[config.mk]
export PLATFORM = sky130hd
export DESIGN_NAME = three_phase_timer
export DESIGN_NICKNAME = d
export VERILOG_FILES = /design/src/pwm3_pkg.sv /design/src/three_phase_timer.sv
export SDC_FILE = /design/constraint.sdc
export NUM_CORES = 2
export LEC_CHECK = 0
export BUFFER_PORTS_ARGS = -buffer_cell sky130_fd_sc_hd__buf_2
export CAP_MARGIN = 30
export CORE_MARGIN = 2
export CORE_UTILIZATION = 50
export DETAILED_ROUTE_END_ITERATION = 10
export GPL_ROUTABILITY_DRIVEN = 0
export PLACE_DENSITY = 0.66
export SLEW_MARGIN = 20
export SYNTH_ARGS = -nofsm -noshare
export SYNTH_HDL_FRONTEND = slang
export SYNTH_SLANG_ARGS = --single-unit
[constraint.sdc]
create_clock -name sys_clk -period 5.2 [get_ports sys_clk]
set_input_delay 0.52 -clock sys_clk [delete_from_list [all_inputs] [get_ports sys_clk]]
set_output_delay 0.52 -clock sys_clk [all_outputs]
set_load 0.02 [all_outputs]
[src/pwm3_pkg.sv]
// Constants shared by the three-phase PWM timer.
// Assumes a 32-bit classic Wishbone slave and one system clock.
package pwm3_pkg;
    localparam int CNT_W = 18; // Counter and compare width
    localparam int DT_W = 12; // Dead time counter width
    localparam int NSLOT = 12; // Output compare slots
    // Register byte offsets
    localparam logic [7:0] A_CTRL = 8'h00;
    localparam logic [7:0] A_STAT = 8'h04;
    localparam logic [7:0] A_PERIOD = 8'h08;
    localparam logic [7:0] A_DUTY_U = 8'h0C;
    localparam logic [7:0] A_DUTY_V = 8'h10;
    localparam logic [7:0] A_DUTY_W = 8'h14;
    localparam logic [7:0] A_DEAD_PN = 8'h18;
    localparam logic [7:0] A_DEAD_NP = 8'h1C;
    localparam logic [7:0] A_PAT_FIRST = 8'h20;
    localparam logic [7:0] A_PAT_SECOND = 8'h24;
    localparam logic [7:0] A_ADC_CMP = 8'h28;
    localparam logic [7:0] A_HIZ_EN = 8'h2C;
    localparam logic [7:0] A_SLOT0 = 8'h40;
    localparam logic [7:0] A_SLOT11 = 8'h6C;
    // Control fields
    localparam int C_RUN = 0;
    localparam int C_BLOCK = 1;
    localparam int C_PEAK_EN = 2;
    localparam int C_TROUGH_EN = 3;
    localparam int C_METH = 4; // Two bits: method of commutation
    // Status and Hi-Z source fields
    localparam int S_HIZ = 0;
    localparam int H_ESTOP = 0;
    localparam int H_TERR = 3;
    localparam int H_EOUT = 5;
    // Commutation methods
    localparam logic [1:0] M_SW = 2'h0;
    localparam logic [1:0] M_PAT = 2'h1;
    localparam logic [1:0] M_TRIG = 2'h2;
    // Reset values
    localparam logic [CNT_W-1:0] RST_PERIOD = 18'h3FFFE;
    localparam logic [DT_W-1:0] RST_DEAD = 12'h010;
    localparam logic [7:0] RST_HIZ_EN = 8'h01;
    // Count clock figures: 12.5 ns per count at 80 MHz
    localparam int COUNT_CLK_MHZ = 80;
    localparam int RES_PS = 12500;
    localparam int SYS_CLK_MHZ = 20;
    localparam int SYS_PER_PS = 1000000 / SYS_CLK_MHZ;
endpackage

[src/three_phase_timer.sv]
// Three-phase PWM timer with dead time, block commutation and Hi-Z stop.
// Assumes a classic Wishbone master on sys_clk and asynchronous pins.
`timescale 1ns/10ps

// Overview of operation
// - 18-bit counter, one count per clock in block mode, two in triangle mode
// - Separate dead times for each transition
// - Forced stop puts six outputs Hi-Z
// - Compare match pulses ADC trigger automatically
// - Triangle counts by two; compare LSB adds pulse
// - Triangle period from carrier period register
// - Phase duty copies into slots 0,1,4,5,8,9
// - Peak interrupt only when enabled
// - Trough interrupt only when enabled
// - Block mode: period register, twelve compare slots
// - Block outputs gated: software, pattern, trigger
// - Block mode peak coincides with period match
// - Illegal Hall pattern raises warning interrupt in block mode
// - Pattern sense fed from Hall pins
// - Inputs active low; all-high means invalid
// - Abnormal condition forces Hi-Z in hardware
// - Hi-Z enable bit 0 selects emergency stop
// - Bit 5 error output, bit 3 timer error
module three_phase_timer (
    input wire logic sys_clk,
    input wire logic rst,
    input wire logic wb_cyc_i,
    input wire logic wb_stb_i,
    input wire logic wb_we_i,
    input wire logic [7:0] wb_adr_i,
    input wire logic [3:0] wb_sel_i,
    input wire logic [31:0] wb_dat_i,
    output logic [31:0] wb_dat_o,
    output logic wb_ack_o,
    input wire logic hall_u_input,
    input wire logic hall_v_input,
    input wire logic hall_w_input,
    input wire logic emergency_stop_input_n,
    input wire logic error_output_source_n,
    output logic [5:0] phase_outputs,
    output logic [5:0] phase_outputs_oe,
    output logic adc_trigger,
    output logic carrier_peak_interrupt,
    output logic carrier_trough_interrupt,
    output logic period_match_interrupt,
    output logic pattern_warning_interrupt,
    output logic timer_error_interrupt
);
    typedef logic [pwm3_pkg::CNT_W-1:0] cnt_t;
    // Whole state of the block
    typedef struct packed {
        logic ack;
        logic [31:0] rdat;
        logic [7:0] ctrl;
        cnt_t period;
        cnt_t adc_cmp;
        logic [pwm3_pkg::DT_W-1:0] dead_pn;
        logic [pwm3_pkg::DT_W-1:0] dead_np;
        logic [31:0] pat_first;
        logic [31:0] pat_second;
        logic [7:0] hiz_en;
        logic [pwm3_pkg::NSLOT-1:0][pwm3_pkg::CNT_W-1:0] slot;
        cnt_t cnt;
        logic down;
        logic [4:0] s1, s2, s3, f; // Pin synchroniser chain and filtered value
        logic illegal;
        logic [5:0] trig_en;
        logic [2:0][1:0] tgt;
        logic [2:0][pwm3_pkg::DT_W-1:0] dtc;
        logic [5:0] out;
        logic hiz;
        logic peak, trough, prd, warn, terr, adc;
    } state_t;
    state_t q, d;

    // Byte-enable merge of a write
    function automatic logic [31:0] merge(input logic [31:0] o, input logic [31:0] n,
                                          input logic [3:0] s);
        logic [31:0] r;
        r = o;
        for (int i = 0; i < 4; i++) begin
            if (s[i]) begin
                r[i*8 +: 8] = n[i*8 +: 8];
            end
        end
        return r;
    endfunction
    // Output enables for one Hall code; codes 0 and 7 give none
    function automatic logic [5:0] pat_lookup(input logic [2:0] c, input logic [31:0] a,
                                              input logic [31:0] b);
        case (c)
            3'h1: return a[5:0];
            3'h2: return a[13:8];
            3'h3: return a[21:16];
            3'h4: return b[5:0];
            3'h5: return b[13:8];
            3'h6: return b[21:16];
            default: return 6'h00;
        endcase
    endfunction
    // Half-compare with an extra count when counting down and the compare LSB is set
    function automatic logic tri_on(input cnt_t c, input cnt_t cmp, input logic dn);
        logic [pwm3_pkg::CNT_W-1:0] thr;
        thr = {1'b0, cmp[pwm3_pkg::CNT_W-1:1]} + cnt_t'(dn & cmp[0]);
        return {1'b0, c[pwm3_pkg::CNT_W-1:1]} < thr;
    endfunction
    logic wr, rd_ok;
    logic [2:0] hall_code;
    logic [5:0] en;
    logic [2:0][1:0] want;
    logic ev_top, ev_bot;
    logic hiz_req, hiz_clr;
    assign wr = wb_cyc_i && wb_stb_i && wb_we_i && !q.ack;
    assign hiz_clr = wr && wb_adr_i == pwm3_pkg::A_STAT && wb_sel_i[0]
                     && wb_dat_i[pwm3_pkg::S_HIZ];
    // Next-state logic
    always_comb begin
        d = q;
        rd_ok = 1'b1;
        // Hall code from active-low pins; all-high reads as code zero
        hall_code = ~q.f[2:0];
        // Bus slave: one wait state, ack for one cycle
        d.ack = wb_cyc_i && wb_stb_i && !q.ack;
        d.rdat = 32'h0000_0000;
        if (wb_adr_i == pwm3_pkg::A_CTRL) begin
            d.rdat = {24'h000000, q.ctrl};
        end else if (wb_adr_i == pwm3_pkg::A_STAT) begin
            d.rdat = {2'h0, q.f[2:0], q.down, 4'h0, hall_code, q.hiz, 18'h00000} | 32'(q.cnt);
        end else if (wb_adr_i == pwm3_pkg::A_PERIOD) begin
            d.rdat = 32'(q.period);
        end else if (wb_adr_i == pwm3_pkg::A_DEAD_PN) begin
            d.rdat = 32'(q.dead_pn);
        end else if (wb_adr_i == pwm3_pkg::A_DEAD_NP) begin
            d.rdat = 32'(q.dead_np);
        end else if (wb_adr_i == pwm3_pkg::A_PAT_FIRST) begin
            d.rdat = q.pat_first;
        end else if (wb_adr_i == pwm3_pkg::A_PAT_SECOND) begin
            d.rdat = q.pat_second;
        end else if (wb_adr_i == pwm3_pkg::A_ADC_CMP) begin
            d.rdat = 32'(q.adc_cmp);
        end else if (wb_adr_i == pwm3_pkg::A_HIZ_EN) begin
            d.rdat = {24'h000000, q.hiz_en};
        end else if (wb_adr_i >= pwm3_pkg::A_SLOT0 && wb_adr_i <= pwm3_pkg::A_SLOT11
                     && wb_adr_i[1:0] == 2'h0) begin
            d.rdat = 32'(q.slot[wb_adr_i[5:2]]);
        end else begin
            // Unmapped and duty registers read zero
            rd_ok = 1'b0;
        end
        if (wr) begin
            if (wb_adr_i == pwm3_pkg::A_CTRL) begin
                d.ctrl = 8'(merge(32'(q.ctrl), wb_dat_i, wb_sel_i));
            end else if (wb_adr_i == pwm3_pkg::A_PERIOD) begin
                d.period = cnt_t'(merge(32'(q.period), wb_dat_i, wb_sel_i));
            end else if (wb_adr_i == pwm3_pkg::A_DUTY_U) begin
                d.slot[0] = cnt_t'(merge(32'(q.slot[0]), wb_dat_i, wb_sel_i));
                d.slot[1] = d.slot[0];
            end else if (wb_adr_i == pwm3_pkg::A_DUTY_V) begin
                d.slot[4] = cnt_t'(merge(32'(q.slot[4]), wb_dat_i, wb_sel_i));
                d.slot[5] = d.slot[4];
            end else if (wb_adr_i == pwm3_pkg::A_DUTY_W) begin
                d.slot[8] = cnt_t'(merge(32'(q.slot[8]), wb_dat_i, wb_sel_i));
                d.slot[9] = d.slot[8];
            end else if (wb_adr_i == pwm3_pkg::A_DEAD_PN) begin
                d.dead_pn = 12'(merge(32'(q.dead_pn), wb_dat_i, wb_sel_i));
            end else if (wb_adr_i == pwm3_pkg::A_DEAD_NP) begin
                d.dead_np = 12'(merge(32'(q.dead_np), wb_dat_i, wb_sel_i));
            end else if (wb_adr_i == pwm3_pkg::A_PAT_FIRST) begin
                d.pat_first = merge(q.pat_first, wb_dat_i, wb_sel_i);
            end else if (wb_adr_i == pwm3_pkg::A_PAT_SECOND) begin
                d.pat_second = merge(q.pat_second, wb_dat_i, wb_sel_i);
            end else if (wb_adr_i == pwm3_pkg::A_ADC_CMP) begin
                d.adc_cmp = cnt_t'(merge(32'(q.adc_cmp), wb_dat_i, wb_sel_i));
            end else if (wb_adr_i == pwm3_pkg::A_HIZ_EN) begin
                d.hiz_en = 8'(merge(32'(q.hiz_en), wb_dat_i, wb_sel_i));
            end else if (rd_ok && wb_adr_i >= pwm3_pkg::A_SLOT0) begin
                d.slot[wb_adr_i[5:2]] =
                    cnt_t'(merge(32'(q.slot[wb_adr_i[5:2]]), wb_dat_i, wb_sel_i));
            end
        end
        // Pin synchronisers; a change counts once stages two and three agree
        d.s1 = {error_output_source_n, emergency_stop_input_n,
                hall_w_input, hall_v_input, hall_u_input};
        d.s2 = q.s1;
        d.s3 = q.s2;
        for (int i = 0; i < 5; i++) begin
            if (q.s2[i] == q.s3[i]) begin
                d.f[i] = q.s3[i];
            end
        end
        // Counter; events are pulses of one cycle
        ev_top = 1'b0;
        ev_bot = 1'b0;
        if (!q.ctrl[pwm3_pkg::C_RUN]) begin
            d.cnt = '0;
            d.down = 1'b0;
        end else if (!q.ctrl[pwm3_pkg::C_BLOCK]) begin
            // Triangle carrier stepping by two, even counts only
            if (!q.down) begin
                if (q.cnt + 18'h00002 >= {q.period[17:1], 1'b0}) begin
                    d.cnt = {q.period[17:1], 1'b0};
                    d.down = 1'b1;
                    ev_top = 1'b1;
                end else begin
                    d.cnt = {q.cnt[17:1], 1'b0} + 18'h00002;
                end
            end else begin
                if (q.cnt <= 18'h00002) begin
                    d.cnt = '0;
                    d.down = 1'b0;
                    ev_bot = 1'b1;
                end else begin
                    d.cnt = {q.cnt[17:1], 1'b0} - 18'h00002;
                end
            end
        end else begin
            // Sawtooth for block commutation
            d.down = 1'b0;
            if (q.cnt >= q.period) begin
                d.cnt = '0;
                ev_top = 1'b1;
            end else begin
                d.cnt = q.cnt + 18'h00001;
            end
        end
        d.peak = ev_top && q.ctrl[pwm3_pkg::C_PEAK_EN];
        d.trough = ev_bot && q.ctrl[pwm3_pkg::C_TROUGH_EN];
        d.prd = ev_top && q.ctrl[pwm3_pkg::C_BLOCK];
        d.adc = q.ctrl[pwm3_pkg::C_RUN] && q.cnt == q.adc_cmp;
        // Illegal codes warn once on entry in block mode
        d.illegal = hall_code == 3'h0 || hall_code == 3'h7;
        d.warn = d.illegal && !q.illegal && q.ctrl[pwm3_pkg::C_BLOCK];
        d.terr = d.warn;
        if (q.ctrl[pwm3_pkg::C_BLOCK] && ev_top) begin
            d.trig_en = pat_lookup(hall_code, q.pat_first, q.pat_second);
        end
        // Commutation gating by method
        case (q.ctrl[pwm3_pkg::C_METH +: 2])
            pwm3_pkg::M_SW: en = q.pat_first[5:0];
            pwm3_pkg::M_PAT: en = pat_lookup(hall_code, q.pat_first, q.pat_second);
            pwm3_pkg::M_TRIG: en = q.trig_en;
            default: en = 6'h00;
        endcase
        // Wanted high/low per phase
        for (int p = 0; p < 3; p++) begin
            if (!q.ctrl[pwm3_pkg::C_RUN]) begin
                want[p] = 2'h0;
            end else if (!q.ctrl[pwm3_pkg::C_BLOCK]) begin
                // Complementary pair from the up or down slot
                want[p][0] = q.down ? tri_on(q.cnt, q.slot[4*p+1], 1'b1)
                                    : tri_on(q.cnt, q.slot[4*p], 1'b0);
                want[p][1] = !want[p][0];
            end else begin
                for (int k = 0; k < 2; k++) begin
                    want[p][k] = en[2*p+k] && q.cnt >= q.slot[4*p+2*k]
                                 && q.cnt < q.slot[4*p+2*k+1];
                end
            end
        end
        // Dead time: both sides off, then the new state
        for (int p = 0; p < 3; p++) begin
            if (want[p] != q.tgt[p]) begin
                d.tgt[p] = want[p];
                d.dtc[p] = want[p][0] ? q.dead_np : q.dead_pn;
                d.out[2*p +: 2] = 2'h0;
            end else if (q.dtc[p] != '0) begin
                d.dtc[p] = q.dtc[p] - 12'h001;
            end else begin
                d.out[2*p +: 2] = q.tgt[p];
            end
        end
        // Hi-Z latch; set wins over a clear in the same cycle
        hiz_req = (q.hiz_en[pwm3_pkg::H_ESTOP] && !q.f[3])
                  || (q.hiz_en[pwm3_pkg::H_EOUT] && !q.f[4])
                  || (q.hiz_en[pwm3_pkg::H_TERR] && q.terr);
        if (hiz_req) begin
            d.hiz = 1'b1;
        end else if (hiz_clr) begin
            d.hiz = 1'b0;
        end
    end

    // State register
    always_ff @(posedge sys_clk) begin
        if (rst) begin
            q <= '0;
            q.period <= pwm3_pkg::RST_PERIOD;
            q.dead_pn <= pwm3_pkg::RST_DEAD;
            q.dead_np <= pwm3_pkg::RST_DEAD;
            q.hiz_en <= pwm3_pkg::RST_HIZ_EN;
            q.s1 <= 5'h1F;
            q.s2 <= 5'h1F;
            q.s3 <= 5'h1F;
            q.f <= 5'h1F;
            q.illegal <= 1'b1;
        end else begin
            q <= d;
        end
    end

    assign wb_ack_o = q.ack;
    assign wb_dat_o = q.rdat;
    assign phase_outputs = q.out;
    assign phase_outputs_oe = q.hiz ? 6'h00 : 6'h3F;
    assign adc_trigger = q.adc;
    assign carrier_peak_interrupt = q.peak;
    assign carrier_trough_interrupt = q.trough;
    assign period_match_interrupt = q.prd;
    assign pattern_warning_interrupt = q.warn;
    assign timer_error_interrupt = q.terr;
endmodule

### Word-level counts from Yosys, hierarchy flattened

Cells that the tools add are included.

* $add $sub $neg: 10
* equal/unequal tests: 50
* multiplexer cells: 126
* reductions and logical operators: 86
* $lt $le $gt $ge: 25
* bitwise logic cells: 14

Operators by type and width (number)
* 180-bit 2-to-1 mux: 7
* 8-bit 2-to-1 mux: 35
* 216-bit bitwise mux: 1
* 32-bit 2-to-1 mux: 6
* 18-bit >= comparator: 8
* 18-bit 2-to-1 mux: 8
* 36-bit 2-to-1 mux: 4
* 18-bit less-than comparator: 6
* 108-bit 2-to-1 mux: 1
* 12-bit 2-to-1 mux: 9
* 18-bit binary-select mux with 4-bit select: 1
* 18-bit demux with 4-bit select: 1
* 12-bit AND reduction: 6
* 17-bit by 1-bit adder with 18-bit output: 3
* 17-bit by 18-bit less-than comparator with 1-bit output: 3
* 17-bit less-than comparator: 3
* 2-bit 2-to-1 mux: 23
* 11-bit AND reduction: 4
* 10-bit AND reduction: 4
* 19-bit 2-to-1 mux: 2
* 18-bit by 2-bit adder with 18-bit output (second input constant): 2
* 6-bit one-hot mux with 6 select lines: 1
* 12-bit nonzero test: 3
* 12-bit by 1-bit subtractor with 12-bit output (second input constant): 3
* other kinds (41): 167

* output and inout port bits: 51
* bits in registers: 489

### Depth between registers and ports, before layout

* word-level depth: 38
* mapped depth: 20
* depth with buffers taken out: 18

### Worst setup path before layout

No wires, ideal clock.

* kind: reg2reg
* start point: register q[192] (netlist name)
* end point: register q[33] (netlist name)
* arrival time: 4.055 ns
* path slack: 1.024 ns
* path buffers: 3
* stages on the path, launching flop included: 21
* cell sequence: dfxtp_1 -> ha_1 -> ha_1 -> nand2_1 -> nor4_1 -> nand3_1 -> xnor2_1 -> ha_1 -> nand3_1 -> nor2_1 -> o211ai_1 -> o21ai_0 -> a221oi_1 -> or2_1 -> or4_1 -> and3_1 -> buf_6 -> and2_4 -> buf_6 -> buf_6 -> mux2_4

* cells in the longest elaborated chain, start to end: 8
* elaborated cells on any way between the ends: 12
* classes of those cells: add/sub (1); order compare (2); eq/ne (1); mux (5); reduce/logical (3)

RTL lines
* from (decl): RTL line three_phase_timer.sv:74 `state_t q, d;`
* 17-bit by 1-bit adder with 18-bit output: RTL line three_phase_timer.sv:104 `thr = {1'b0, cmp[pwm3_pkg::CNT_W-1:1]} + cnt_t'(dn & cmp[0]);`
* 17-bit by 18-bit less-than comparator with 1-bit output: RTL line three_phase_timer.sv:105 `return {1'b0, c[pwm3_pkg::CNT_W-1:1]} < thr;`
* 1-bit 2-to-1 mux: RTL line three_phase_timer.sv:250 `want[p][0] = q.down ? tri_on(q.cnt, q.slot[4*p+1], 1'b1)`
* 1-bit logical NOT: RTL line three_phase_timer.sv:252 `want[p][1] = !want[p][0];`
* 2-bit 2-to-1 mux (*): RTL line three_phase_timer.sv:248 `end else if (!q.ctrl[pwm3_pkg::C_BLOCK]) begin`
* 2-bit 2-to-1 mux (*): RTL line three_phase_timer.sv:246 `if (!q.ctrl[pwm3_pkg::C_RUN]) begin`
* 2-bit inequality test: RTL line three_phase_timer.sv:262 `if (want[p] != q.tgt[p]) begin`
* 12-bit 2-to-1 mux / 2-bit nonzero test (equally long branches)

Mark *: on every way between the ends. The rest lies on a longest branch, timed or not.
A chain may end at the register's enable or synchronous reset.

### Worst setup path after layout

* start point: register q[192] (netlist name)
* end point: register q[32] (netlist name)

Same word-level chain as after synthesis.

==> results.sh <==
export IMPL_outcome="complete, no violations"
export IMPL_nFillCells=5991
export IMPL_viasPerCell=6.359
export IMPL_ios=105
export IMPL_synth_fp_nets=4367
export IMPL_cp_arrival_ps=5240
export IMPL_post_route_period_util_pct=91.10
export IMPL_max_freq_ghz=0.2111
export IMPL_areaGrowthSynthToFinish_pct=9.899
export IMPL_dieArea_um2=66280
export IMPL_fin_setup_tns_ps=0
export IMPL_p_comb_share_pct=11.4
export IMPL_insertion_delay_ps=640
export IMPL_vias=31030
export IMPL_clock_skew_ps=36.74
export IMPL_cts_inserted_buffers=54
export IMPL_grt_antenna_before_repair=7
export IMPL_yosys_warnings=0
export IMPL_grt_max_degree=208
export IMPL_p_int_uw=6760
export IMPL_final_cells=4880
export IMPL_seqPwrFrac_pct=42.8
export IMPL_synth_edff_count=0
export IMPL_p_sw_uw=2451
export IMPL_clkPwrFrac_pct=45.9
export IMPL_rsz0062_at_grt="no"
export IMPL_grt_use_total_pct=35.77
export IMPL_cts_sinks=489
export IMPL_synthDistinctLibCells=83
export IMPL_place_ws_ps=386.4
export IMPL_fp_dieH_um=257.4
export IMPL_setup_violations=0
export IMPL_fin_crit_ps=4737
export IMPL_leakage_uw=0.01421
export IMPL_path_class="register to register"
export IMPL_dp_cells=4765
export IMPL_routed_wirelength_um=121600
export IMPL_overflow=0
export IMPL_syn_avg_cell_area_um2=8.021
export IMPL_post_route_drc_count=0
export IMPL_drive_gt1_share_pct=10.95
export IMPL_ys_top_cells_by_area="dfxtp_1 (30%), ha_1 (12%), nand2_1 (6.4%), a21oi_1 (5.5%), mux2i_1 (4.2%)"
export IMPL_crit_slowest_cell="nor4_1"
export IMPL_sw_frac_of_total_pct=26.61
export IMPL_cts_tree="yes"
export IMPL_crit_buf_inv=0
export IMPL_cp_max_fo=13
export IMPL_nets=4344
export IMPL_ir_drop_mv=0.2565
export IMPL_clkTransAtPathRegs_ps=60
export IMPL_first_pass_iters=6
export IMPL_hold_viol=0
export IMPL_worst_slew_pin_slew_ps=1110
export IMPL_start_util_pct=50.73
export IMPL_synth_seq_cells=489
export IMPL_cpPeakStageDelay_ps=560
export IMPL_core_area_um2=63310
export IMPL_critical_path_top_delay_family="simple AND/OR/NAND/NOR gates"
export IMPL_grt_pass1_wl_um=181400
export IMPL_ys_flop_type="dfxtp_1"
export IMPL_ys_async_sr_fraction_pct=0
export IMPL_synthCells=4004
export IMPL_clockRootBuffer="clkbuf_16"
export IMPL_drt_initial_drc_count=3891
export IMPL_yosys_area_top_type="dfxtp_1"
export IMPL_grt_pass1_vias=28690
export IMPL_cp_required_ps=5700
export IMPL_hold_class="input pin to register"
export IMPL_worstSetupStartpointType="register"
export IMPL_cts_path_max_buffers=3
export IMPL_post_drt_wl_per_cell_um=24.91
export IMPL_dp_final_hpwl_um=87040
export IMPL_p_per_area_nw_per_um2=261.0
export IMPL_total_power_uw=9211
export IMPL_maxSlewViolCount=0
export IMPL_fp_row_count=92
export IMPL_layout_setup_ws_ps=462.8
export IMPL_dieWidth_um=257.4
export IMPL_syn_area_um2=32120
export IMPL_postCtsSetupBuffers=0
export IMPL_drv_cap=0
export IMPL_synth_seq_area_share_pct=30.48
export IMPL_ant_nets=0
export IMPL_crit_chain="ha_1, ha_1, nand2_1, nor4_1, nand3_1, xnor2_1, ha_1, o21ai_0, o21ai_0, a211oi_1, o21ai_0, a221oi_2, or2_1, nand2_1, mux2i_1, nor2_1, mux2_1"
export IMPL_io_buffers=104
export IMPL_max_slew_margin_rel_pct=25.40
export IMPL_synth_top_area_share_pct=30.48
export IMPL_crit_path_end_kind="register"
export IMPL_htreeDepth=2
export IMPL_hold_worst_slack_ps=93.83
[final cells by class]
cell class	count	area, um2	area share [%]
Multi-Input combinational cell	2976	20170	57.14
Sequential cell	489	9789	27.74
Clock buffer	71	1515	4.293
Timing Repair Buffer	204	1346	3.814
Tap cell	846	1059	2.999
Inverter	256	960.9	2.723
Clock inverter	30	436.7	1.237
Antenna cell	8	20.02	0.05672
[path summary, 6_finish.rpt]
path	cells after the start	to	slack, ps	start
setup / recovery	17	q[32]	460	q[192]
hold / removal	2	d[76]	90	error_output_source_n
setup reg to reg	17	q[32]	460	q[192]
hold reg to reg	1	timer_error_interrupt	390	q[61]
[power groups by stage]
stage	Clock (uW)	Sequential [uW]	Combinational (uW)
5_1_grt	4410	3950	1150
4_1_cts	4250	3940	1030
3_5_place_dp	0	4020	1020
3_3_place_gp	0	4020	1020
6_report	4230	3940	1050
2_1_floorplan	0	4000	771
[sequential cells by signal, indices dropped and copies added (netlist names)]
name and cells:
period_match_interrupt 1, carrier_peak_interrupt 1, d 10, phase_outputs 6
carrier_trough_interrupt 1, wb_dat_o 32, adc_trigger 1, wb_ack_o 1
q 435, timer_error_interrupt 1
[per-layer routing]
metal / vias up / wire, um / global-route usage [%]
met2: 1741 / 51800 / 53.67
met1: 14590 / 47590 / 46.03
met5: - / 131 / 0.9503
met3: 459 / 13520 / 8.816
li1: 14230 / - / -
met4: 8 / 8503 / 22.14
[synth_stat cells (14+ instances only)]
cell type	n
a211oi_1	114
mux2i_1	134
a21o_1	70
buf_4	45
a21oi_1	352
o31ai_1	17
nor3_1	73
xnor2_1	74
a221o_1	15
clkbuf_1	214
dfxtp_1	489
nor2_1	348
a31oi_1	32
and3_1	56
xor2_1	34
nand2b_1	18
o21ai_0	200
buf_1	14
a22oi_1	16
mux2_2	28
ha_1	309
nor4_1	24
or2_2	20
nand3_1	98
o211ai_1	27
nand4_1	56
o22ai_1	22
nand2_1	545
inv_1	254
mux4_2	54
a221oi_1	49
[timing repair]
item	CTS	global route
endpoints found under the hold margin	0	0
hold buffers	0	0
gates resized for setup	0	1
endpoints found under the setup margin	0	12
[per-stage QoR]
step                      instance area (um2)  utilization [%]
after detailed placement                33270            52.55
after global placement                  33240            52.50
final                                   35300            55.75
after floorplan                         32120                -
after global routing                    35280            55.73
after CTS                               35220            55.63
[logic make-up after synthesis]
family | Yosys count | synth area share (%)
simple gates | 1317 | 18.30
compound gates | 1017 | 20.00
buf+inv | 539 | 6.942
flops | 489 | 30.48
fa+ha+maj | 309 | 12.04
mux | 225 | 9.296
xor+xnor | 108 | 2.945
[layout by cell type (no fill, tap or decap), types with 28 or more instances in the layout]
master / count
a211oi_1: 114
a21o_1: 70
a21oi_1: 351
a221oi_1: 48
a31oi_1: 32
and3_1: 56
buf_2: 103
buf_4: 93
clkbuf_16: 54
dfxtp_1: 489
ha_1: 309
inv_1: 254
mux2_2: 28
mux2i_1: 134
mux4_2: 54
nand2_1: 545
nand3_1: 98
nand4_1: 56
nor2_1: 342
nor3_1: 68
o21ai_0: 199
xnor2_1: 74
xor2_1: 34
[worst register-to-register path, cell delays in order, from the launching register on]
cell	delay, ps
dfxtp_1	380
ha_1	230
ha_1	230
nand2_1	140
nor4_1	560
nand3_1	180
xnor2_1	160
ha_1	300
o21ai_0	150
o21ai_0	110
a211oi_1	200
o21ai_0	160
a221oi_2	500
or2_1	210
nand2_1	410
mux2i_1	330
nor2_1	60
mux2_1	300
Power figures use the tool's default switching activity.
